[src/include/ivgc_pkg.sv]
// Constants for the interrupt vector and global control register bank
package ivgc_pkg;

    // ------------------------------------------------------------
    // Register addresses on the core data bus
    // ------------------------------------------------------------
    localparam logic [15:0] IVGC_GLOBAL_CONTROL_ADDR = 16'hFFB1;
    localparam logic [15:0] IVGC_SOURCE_VECTOR_ADDR = 16'hFFB2;

    // ------------------------------------------------------------
    // Global control field positions and reset value
    // ------------------------------------------------------------
    localparam int IVGC_GC_CLK_BIT = 7;
    localparam int IVGC_GC_EXT_BIT = 6;
    localparam int IVGC_GC_P1PU_BIT = 5;
    localparam int IVGC_GC_GPA_BIT = 4;
    localparam int IVGC_GC_GPB_BIT = 3;
    localparam int IVGC_GC_USB_BIT = 2;
    localparam int IVGC_GC_P3PU_BIT = 1;
    localparam int IVGC_GC_CODEC_BIT = 0;
    localparam logic [7:0] IVGC_GC_RESET = 8'h00;

    // ------------------------------------------------------------
    // Vector codes and pending-source layout
    // ------------------------------------------------------------
    localparam int IVGC_NSRC = 34;
    localparam logic [5:0] IVGC_VEC_OUT_EP0 = 6'h00;
    localparam logic [5:0] IVGC_VEC_IN_EP0 = 6'h08;
    localparam logic [5:0] IVGC_VEC_OVERWRITE = 6'h10;
    localparam logic [5:0] IVGC_VEC_SETUP = 6'h12;
    localparam logic [5:0] IVGC_VEC_CODEC_RX = 6'h18;
    localparam logic [5:0] IVGC_VEC_CODEC_TX = 6'h19;
    localparam logic [5:0] IVGC_VEC_DMA0 = 6'h20;
    localparam logic [5:0] IVGC_VEC_DMA1 = 6'h21;
    localparam logic [5:0] IVGC_VEC_NONE = 6'h24;
    localparam logic [7:0] IVGC_RDATA_RESET = 8'h00;
    // Codes that belong to powered-down USB blocks: 00h to 17h
    localparam logic [33:0] IVGC_USB_MASK = 34'h000FFFFFF;
    localparam logic [33:0] IVGC_CODEC_MASK = 34'h003000000;
    // Codes that may legally be pending (reserved 11h, 1Ah, 1Bh excluded)
    localparam logic [33:0] IVGC_LEGAL_MASK = 34'h3F3FDFFFF;

endpackage

[src/design/ivgc_bank.sv]
// Interrupt source vector and global control register bank
`timescale 1ns/1ps

// Summary of operation
// - Vector register bits 7:6 read zero; code sits in bits 5:0.
// - DMA channel 0 reports 20h, channel 1 reports 21h.
// - No pending interrupt reports 24h; reserved codes never appear.
// - USB events encode 12h setup through 17h bus reset.
// - Codec receive full is 18h, transmit empty 19h; 1Ah, 1Bh unused.
// - Core runs 12 MHz while clock select is 0, 24 MHz at 1.
// - Clock select, once set, ignores writes of 0 until reset.
// - External interrupt reaches the request line only when enabled.
// - Control bit 5 set disables port 1 pull-ups.
// - Control bit 1 set disables port 3 pull-ups.
// - Low power bit at 0 powers down all USB blocks.
// - Codec port operates only while control bit 0 is 1.
// - All sources OR into one active-low request line to the core.
// - Any write to the vector clears that source unless it fires again in that cycle, shows next.
// - Priority by code, 21h highest, control endpoint zero on top.
module ivgc_bank
    import ivgc_pkg::*;
(
    input wire logic clk,
    input wire logic resetn,
    input wire logic ce,
    input wire logic [15:0] bus_addr,
    input wire logic [7:0] bus_wdata,
    input wire logic bus_wr,
    input wire logic bus_rd,
    output logic [7:0] bus_rdata,
    input wire logic [7:0] out_ep_event,
    input wire logic [7:0] in_ep_event,
    input wire logic setup_overwrite_event,
    input wire logic [5:0] usb_event,
    input wire logic [1:0] codec_event,
    input wire logic [3:0] i2c_event,
    input wire logic [1:0] dma_event,
    input wire logic ext_irq_pin,
    output logic core_irq_line_n,
    output logic core_clock_select,
    output logic ext_irq_enable,
    output logic port_one_pullup_off,
    output logic gp_pin_a,
    output logic gp_pin_b,
    output logic usb_power_on,
    output logic port_three_pullup_off,
    output logic codec_port_enable
);

    // ------------------------------------------------------------
    // Helper functions
    // ------------------------------------------------------------
    function automatic logic [5:0] ivgc_encode(input logic [IVGC_NSRC-1:0] p);
        logic [5:0] code;
        code = IVGC_VEC_NONE;
        for (int i = 0; i < IVGC_NSRC; i++)
        begin
            if (p[i])
            begin
                code = 6'(i);
            end
        end
        if (p[IVGC_VEC_OUT_EP0])
        begin
            code = IVGC_VEC_OUT_EP0;
        end
        if (p[IVGC_VEC_IN_EP0])
        begin
            code = IVGC_VEC_IN_EP0;
        end
        if (p[IVGC_VEC_SETUP])
        begin
            code = IVGC_VEC_SETUP;
        end
        return code;
    endfunction

    function automatic logic ivgc_legal(input logic [5:0] code);
        return (code == IVGC_VEC_NONE) || ((code < 6'(IVGC_NSRC)) && IVGC_LEGAL_MASK[code]);
    endfunction

    // ------------------------------------------------------------
    // State
    // ------------------------------------------------------------
    logic [7:0] gctl;
    logic [IVGC_NSRC-1:0] pend;
    logic [5:0] vec;
    logic ext_meta;
    logic ext_sync;

    // ------------------------------------------------------------
    // Bus decode
    // ------------------------------------------------------------
    wire logic gc_sel = bus_addr == IVGC_GLOBAL_CONTROL_ADDR;
    wire logic vec_sel = bus_addr == IVGC_SOURCE_VECTOR_ADDR;
    wire logic gc_wr = bus_wr && gc_sel;
    wire logic vec_wr = bus_wr && vec_sel;

    // ------------------------------------------------------------
    // Global control next value
    // ------------------------------------------------------------
    // Clock select is sticky: a written 0 cannot slow the core back down
    wire logic [7:0] gc_written = {bus_wdata[IVGC_GC_CLK_BIT] | gctl[IVGC_GC_CLK_BIT],
                                   bus_wdata[IVGC_GC_EXT_BIT:0]};
    wire logic [7:0] next_gctl = gc_wr ? gc_written : gctl;

    // ------------------------------------------------------------
    // Interrupt sources by vector code
    // ------------------------------------------------------------
    wire logic [IVGC_NSRC-1:0] raw_event = {dma_event,
                                            i2c_event,
                                            2'b00,
                                            codec_event,
                                            usb_event,
                                            1'b0,
                                            setup_overwrite_event,
                                            in_ep_event,
                                            out_ep_event};
    // Powered-down USB and idle codec port raise nothing
    wire logic [IVGC_NSRC-1:0] usb_gate = usb_power_on ? '1 : ~IVGC_USB_MASK;
    wire logic [IVGC_NSRC-1:0] codec_gate = codec_port_enable ? '1 : ~IVGC_CODEC_MASK;
    wire logic [IVGC_NSRC-1:0] set_ev = raw_event & usb_gate & codec_gate & IVGC_LEGAL_MASK;
    wire logic [IVGC_NSRC-1:0] clr_ev;
    wire logic [IVGC_NSRC-1:0] next_pend;

    genvar g;
    generate
        for (g = 0; g < IVGC_NSRC; g++)
        begin : g_src
            assign clr_ev[g] = vec_wr && (vec == 6'(g));
            // A new event in the clearing cycle stays pending
            assign next_pend[g] = set_ev[g] | (pend[g] & ~clr_ev[g]);
        end
    endgenerate

    wire logic [5:0] next_vec = ivgc_encode(next_pend);
    wire logic ext_active = ext_sync && gctl[IVGC_GC_EXT_BIT];
    wire logic next_irq_n = !((|next_pend) || ext_active);
    wire logic [7:0] next_rdata = (bus_rd && vec_sel) ? {2'b00, vec} :
                                  (bus_rd && gc_sel) ? gctl : IVGC_RDATA_RESET;

    // ------------------------------------------------------------
    // Registers
    // ------------------------------------------------------------
    always_ff @(posedge clk)
    begin
        if (!resetn)
        begin
            gctl <= IVGC_GC_RESET;
            pend <= '0;
            vec <= IVGC_VEC_NONE;
            core_irq_line_n <= 1'b1;
            bus_rdata <= IVGC_RDATA_RESET;
            ext_meta <= 1'b0;
            ext_sync <= 1'b0;
        end
        else if (ce)
        begin
            gctl <= next_gctl;
            pend <= next_pend;
            vec <= next_vec;
            core_irq_line_n <= next_irq_n;
            bus_rdata <= next_rdata;
            ext_meta <= ext_irq_pin;
            ext_sync <= ext_meta;
        end
    end

    // ------------------------------------------------------------
    // Control outputs straight from the register
    // ------------------------------------------------------------
    assign core_clock_select = gctl[IVGC_GC_CLK_BIT];
    assign ext_irq_enable = gctl[IVGC_GC_EXT_BIT];
    assign port_one_pullup_off = gctl[IVGC_GC_P1PU_BIT];
    assign gp_pin_a = gctl[IVGC_GC_GPA_BIT];
    assign gp_pin_b = gctl[IVGC_GC_GPB_BIT];
    assign usb_power_on = gctl[IVGC_GC_USB_BIT];
    assign port_three_pullup_off = gctl[IVGC_GC_P3PU_BIT];
    assign codec_port_enable = gctl[IVGC_GC_CODEC_BIT];

    wire logic ep0_pend = pend[IVGC_VEC_SETUP] | pend[IVGC_VEC_IN_EP0] | pend[IVGC_VEC_OUT_EP0];
endmodule

[config.mk]
export PLATFORM = sky130hd
export DESIGN_NAME = ivgc_bank
export DESIGN_NICKNAME = d
export VERILOG_FILES = /design/src/include/ivgc_pkg.sv /design/src/design/ivgc_bank.sv
export SDC_FILE = /design/constraint.sdc
export NUM_CORES = 1
export LEC_CHECK = 0
export ABC_CLOCK_PERIOD_IN_PS = 7100
export BUFFER_PORTS_ARGS = -buffer_cell sky130_fd_sc_hd__buf_2
export CAP_MARGIN = 15
export CORE_ASPECT_RATIO = 0.9
export CORE_UTILIZATION = 29
export DETAILED_ROUTE_END_ITERATION = 16
export HOLD_SLACK_MARGIN = 0.03
export PLACE_DENSITY = 0.55
export SKIP_CTS_REPAIR_TIMING = 1
export SLEW_MARGIN = 20
export SYNTH_ARGS = -nofsm -noshare
export SYNTH_HDL_FRONTEND = slang
export SYNTH_SLANG_ARGS = --single-unit
[constraint.sdc]
create_clock -name clk -period 7.1 [get_ports clk]
set_input_delay 0.355 -clock clk [delete_from_list [all_inputs] [get_ports clk]]
set_output_delay 0.355 -clock clk [all_outputs]
set_load 0.02 [all_outputs]
# Word level (Yosys, flattened, before mapping)
# Index checks and enable logic that the tools add are counted.
[classes]
eq_ne = 35
mux = 38
bitwise_logic = 102
reduce_logical = 44
[ops]
columns = ["cell", "n"]
rows = [
  ["$mux 6", 34],
  ["$eq 6x5->1 const B", 16],
  ["$and 34x34->34", 2],
  ["$eq 6x4->1 const B", 8],
  ["$logic_and 1x1->1", 39],
  ["$and 1x1->1", 34],
  ["$not 1->1", 34],
  ["$reduce_or 34->1", 1],
  ["$eq 16x16->1 const B", 2],
  ["$or 1x1->1", 32],
  ["$mux 26", 1],
  ["$eq 6x3->1 const B", 4],
  ["$mux 24", 1],
  ["$mux 8", 2],
  ["$eq 6x2->1 const B", 2],
  ["$eq 6x6->1 const B", 2],
  ["$eq 6x1->1 const B", 1],
  ["$logic_not 6->1", 1],
  ["$reduce_and 2->1", 1],
  ["$logic_not 1->1", 1],
  ["$logic_or 1x1->1", 1],
]
[totals]
regBits = 59
out_inout_bits = 17
wordCells = 226

# Longest topological paths before layout
[logic_depth]
depth_word = 40
mapped_depth = 9

# Worst setup path after synthesis
# Ideal clock, no wire load.
[synth_timing]
path_kind = "input to register"
start = "input bus_addr[6]"
end = "register vec[0]"
setup_time_ns = 0.136
arrival_ns = 2.474
t_required_ns = 6.964
path_slack_ns = 4.490
cell_stages = 8
n_path_buf = 1
cell_sequence = "nand4b_4 > or4_1 > buf_2 > or4_4 > a2111oi_2 > o21ai_1 > a211oi_1 > o32ai_1"
[synth_via]
elab_chain_cells = 40
[synth_lines]
columns = ["item", "line_no", "source"]
rows = [
  ["start, declared", "ivgc_bank.sv:26", "input wire logic [15:0] bus_addr,"],
  ["$eq 16x16->1 (*)", "ivgc_bank.sv:95", "wire logic vec_sel = bus_addr == IVGC_SOURCE_VECTOR_ADDR;"],
  ["$logic_and 1x1->1 (*)", "ivgc_bank.sv:97", "wire logic vec_wr = bus_wr && vec_sel;"],
  ["$logic_and 1x1->1", "ivgc_bank.sv:130", "assign clr_ev[g] = vec_wr && (vec == 6'(g));"],
  ["$not 1->1", "ivgc_bank.sv:132", "assign next_pend[g] = set_ev[g] | (pend[g] & ~clr_ev[g]);"],
  ["$and 1x1->1", "ivgc_bank.sv:132", ""],
  ["$or 1x1->1", "ivgc_bank.sv:132", ""],
  ["$mux 6 (31 in series)", "ivgc_bank.sv:58", "if (p[i])"],
  ["$mux 6", "ivgc_bank.sv:63", "if (p[IVGC_VEC_OUT_EP0])"],
  ["$mux 6", "ivgc_bank.sv:67", "if (p[IVGC_VEC_IN_EP0])"],
  ["$mux 6 (*)", "ivgc_bank.sv:71", "if (p[IVGC_VEC_SETUP])"],
  ["end signal, assigned", "ivgc_bank.sv:161", "vec <= next_vec;"],
  ["end, declared", "ivgc_bank.sv:87", "logic [5:0] vec;"],
]
# Every way passes the cells marked *; elsewhere a longest branch is shown, timed or not.
# A chain may end at the register's enable or synchronous reset.

# Worst setup path after layout
[layout_timing]
start = "register vec[5]"
end = "register core_irq_line_n"
[layout_via]
elab_chain_cells = 8
[layout_lines]
columns = ["item", "line_no", "source"]
rows = [
  ["$eq 6x1->1, or another cell as far along", "ivgc_bank.sv:130", ""],
  ["$logic_and 1x1->1", "ivgc_bank.sv:130", ""],
  ["$not 1->1", "ivgc_bank.sv:132", ""],
  ["$and 1x1->1", "ivgc_bank.sv:132", ""],
  ["$or 1x1->1", "ivgc_bank.sv:132", ""],
  ["$reduce_or 34->1 (*)", "ivgc_bank.sv:138", "wire logic next_irq_n = !((|next_pend) || ext_active);"],
  ["$logic_or 1x1->1 (*)", "ivgc_bank.sv:138", ""],
  ["$logic_not 1->1 (*)", "ivgc_bank.sv:138", ""],
  ["end signal, assigned", "ivgc_bank.sv:162", "core_irq_line_n <= next_irq_n;"],
  ["end, declared", "ivgc_bank.sv:39", "output logic core_irq_line_n,"],
]
# Marked as above.

==> results.yml <==
run_status:
  outcome: "finished clean"
grt:
  track_usage: 0.208
  grt.overflow.total: 0
  first_global_vias: 3725
  antenna_found_initial: 0
  grt_start_max_net_pins: 64
  grt_pass1_wl_um: 20300
critical_path:
  crit_arrival_ns: 3.46
  crit_type: "reg2reg"
  critPathBufInv: 0
  cp_slowest_cell: "nor4b_4"
  r2r_start: "vec[5]"
  end_kind: "flip-flop"
  startpoint_type: "flip-flop"
  cp_cell_sequence: "and4bb_2 -> nor4b_4 -> a31oi_1 -> or2_1 -> nor4_1 -> nand4_1 -> o31ai_1"
  critPathMaxFanout: 17
  crit_path_start: "vec[5]"
  required_ns: 7.35
  slowest_delay_ns: 0.81
  cp_top_family: "simple AND/OR/NAND/NOR gates"
routing:
  drc: 0
  wl_met1_um: 5750
  drtPass1Iterations: 5
  drtAntennaViolNets: 0
  routed-wl-met3_um: 1190
  wl_per_cell_um: 19.1
  vias_per_cell: 5.81
  drt-total-wl_um: 12700
  vias: 3876
  highest_layer: "met4"
  met2_length_um: 5600
  drt_iter0_drc: 376
floorplanning:
  start_util: 0.303
  rows: 37
  dieArea_um2: 12600
  ios: 78
  die-width_um: 118
  die_h_um: 107
  coreArea_um2: 11700
synthesis:
  synth_edf_count: 0
  synth-async-reset-ratio: 0
  syn_nets: 506
  yosys_warnings: 0
  synthFlopType: "dfxtp_1"
  syn_avg_cell_area_um2: 7.95
  syn_area_um2: 3540
  synthCells: 445
  ys_types: 67
  synth_seq_area_share: 0.334
  ys_ff_latch: 59
cells_and_area:
  syn2layout_area_growth_pct: 23.1
  final_core_util: 0.373
  instances_no_fill: 667
  layout.nets: 567
  layout-drive-gt1-share: 0.243
  diodes: 0
clock_network:
  clock_latency_ns: 0.34
  clock_path_buffers: 2
  clock_sinks: 59
  cts_tree: "done"
  cts_buffers: 9
  root_buffer: "clkbuf_16"
  clk_pin_slew_ns: 0.06
  h-tree-depth: 3
sta:
  maxSlewViolCount: 0
  period_minus_slack_ns: 3.20
  worstMarginPinSlew_ns: 0.987
  worst_clock_skew_ns: 0.00761
  finalCritPeriodShare: 0.451
  slew_headroom: 0.341
  tns_ns: 0
  hold_viol: 0
  max_freq_mhz: 312
  rsz0062_at_grt: "false"
  setup_viol: 0
power_and_ir_drop:
  p_per_area_nw_per_um2: 221
  peakVddDrop_uv: 121
  p_leak_nw: 1.65
min_path:
  hold_class: "in2reg"
  hold_start: "bus_wdata[6]"
placement:
  gp_congestion: 0.913
  place.detailed.hpwl_um: 9220
  port_buffers: 77
  place_inst: 651
run:
  cap_violations: 0
[path summary, 6_finish.rpt]
path	endpoint	slack (ns)	depth (start not counted)
setup / recovery	core_irq_line_n	3.90	7
hold / removal	gctl[6]	0.25	3
setup reg to reg	core_irq_line_n	3.90	7
hold reg to reg	pend[27]	0.45	1
[cell usage after synthesis (5+ instances only)]
cell type	instances	share of area
o21ai_0	8	0.011
nor2_1	69	0.073
a31o_2	10	0.025
dfxtp_1	59	0.33
nor4_1	5	0.0088
inv_1	7	0.0074
a221oi_1	9	0.022
clkbuf_1	26	0.028
a41o_1	5	0.014
a31oi_1	10	0.018
mux2i_1	16	0.045
nand3_1	11	0.016
nand2_1	33	0.035
o31ai_1	5	0.011
a211oi_1	23	0.049
a21oi_1	36	0.051
a2111oi_0	5	0.012
nor3_1	23	0.033
[tightest hold or removal path: stages]
cell	delay (ns)
buf_2	0.07
mux2i_1	0.05
nor2_1	0.07
[cell families after synthesis]
| group | count (synthesis) | synth area share |
|---|---|---|
| and+or+nand+nor | 180 | 0.266 |
| AOI/OAI and AO/OA | 150 | 0.311 |
| DFF | 59 | 0.334 |
| buffers and inverters | 40 | 0.0435 |
| muxes | 16 | 0.0453 |
[stage by stage]
| stage | instance area, um2 | worst slack, ns | hold slack (ns) | power [mW] |
|---|---|---|---|---|
| after global placement | 4030 | 3.91 | 0.437 | 0.495 |
| final | 4360 | 3.90 | 0.249 | 0.963 |
| after CTS | 4350 | 3.95 | 0.242 | 0.965 |
| after floorplan | 3540 | 4.49 | 0.428 | 0.444 |
| after detailed placement | 4030 | 3.87 | 0.448 | 0.495 |
| after global routing | 4360 | 3.63 | 0.259 | 0.996 |
[state kept, by name (all words and copies together) (netlist names)]
name / flops
bus_rdata: 8
vec: 6
pend: 34
ext_sync: 1
core_irq_line_n: 1
ext_meta: 1
gctl: 8
[placed cells by master, fill, tap and decap left out, types with 10 or more instances in the layout]
cell,n
a211oi_1,23
a21oi_1,36
a31o_2,10
a31oi_1,10
buf_2,77
dfxtp_1,59
mux2i_1,16
nand2_1,33
nand3_1,11
nor2_1,69
nor3_1,23
[layer usage]
metal / vias up / track usage
li1: 1837 / -
met1: 1813 / 0.279
met2: 203 / 0.315
met3: 23 / 0.0638
met4: 0 / 0.0696
met5: - / 0
[layout make-up]
| cell class | instances | area, um2 |
|---|---|---|
| tap | 156 | 195 |
| fill | 1237 | 7310 |
| multi-input combinational | 346 | 2210 |
| clock inverter | 6 | 90.1 |
| timing repair buffer | 82 | 423 |
| sequential | 59 | 1180 |
| clock buffer | 10 | 229 |
| inverter | 8 | 30.0 |
[power breakdown]
part	internal, mW	switching (mW)	total, mW	leakage [nW]
clock	0.307	0.165	0.472	0.141
combinational	0.0514	0.0773	0.129	1.03
sequential	0.345	0.0164	0.362	0.483
(Power assumes the default switching activity.)
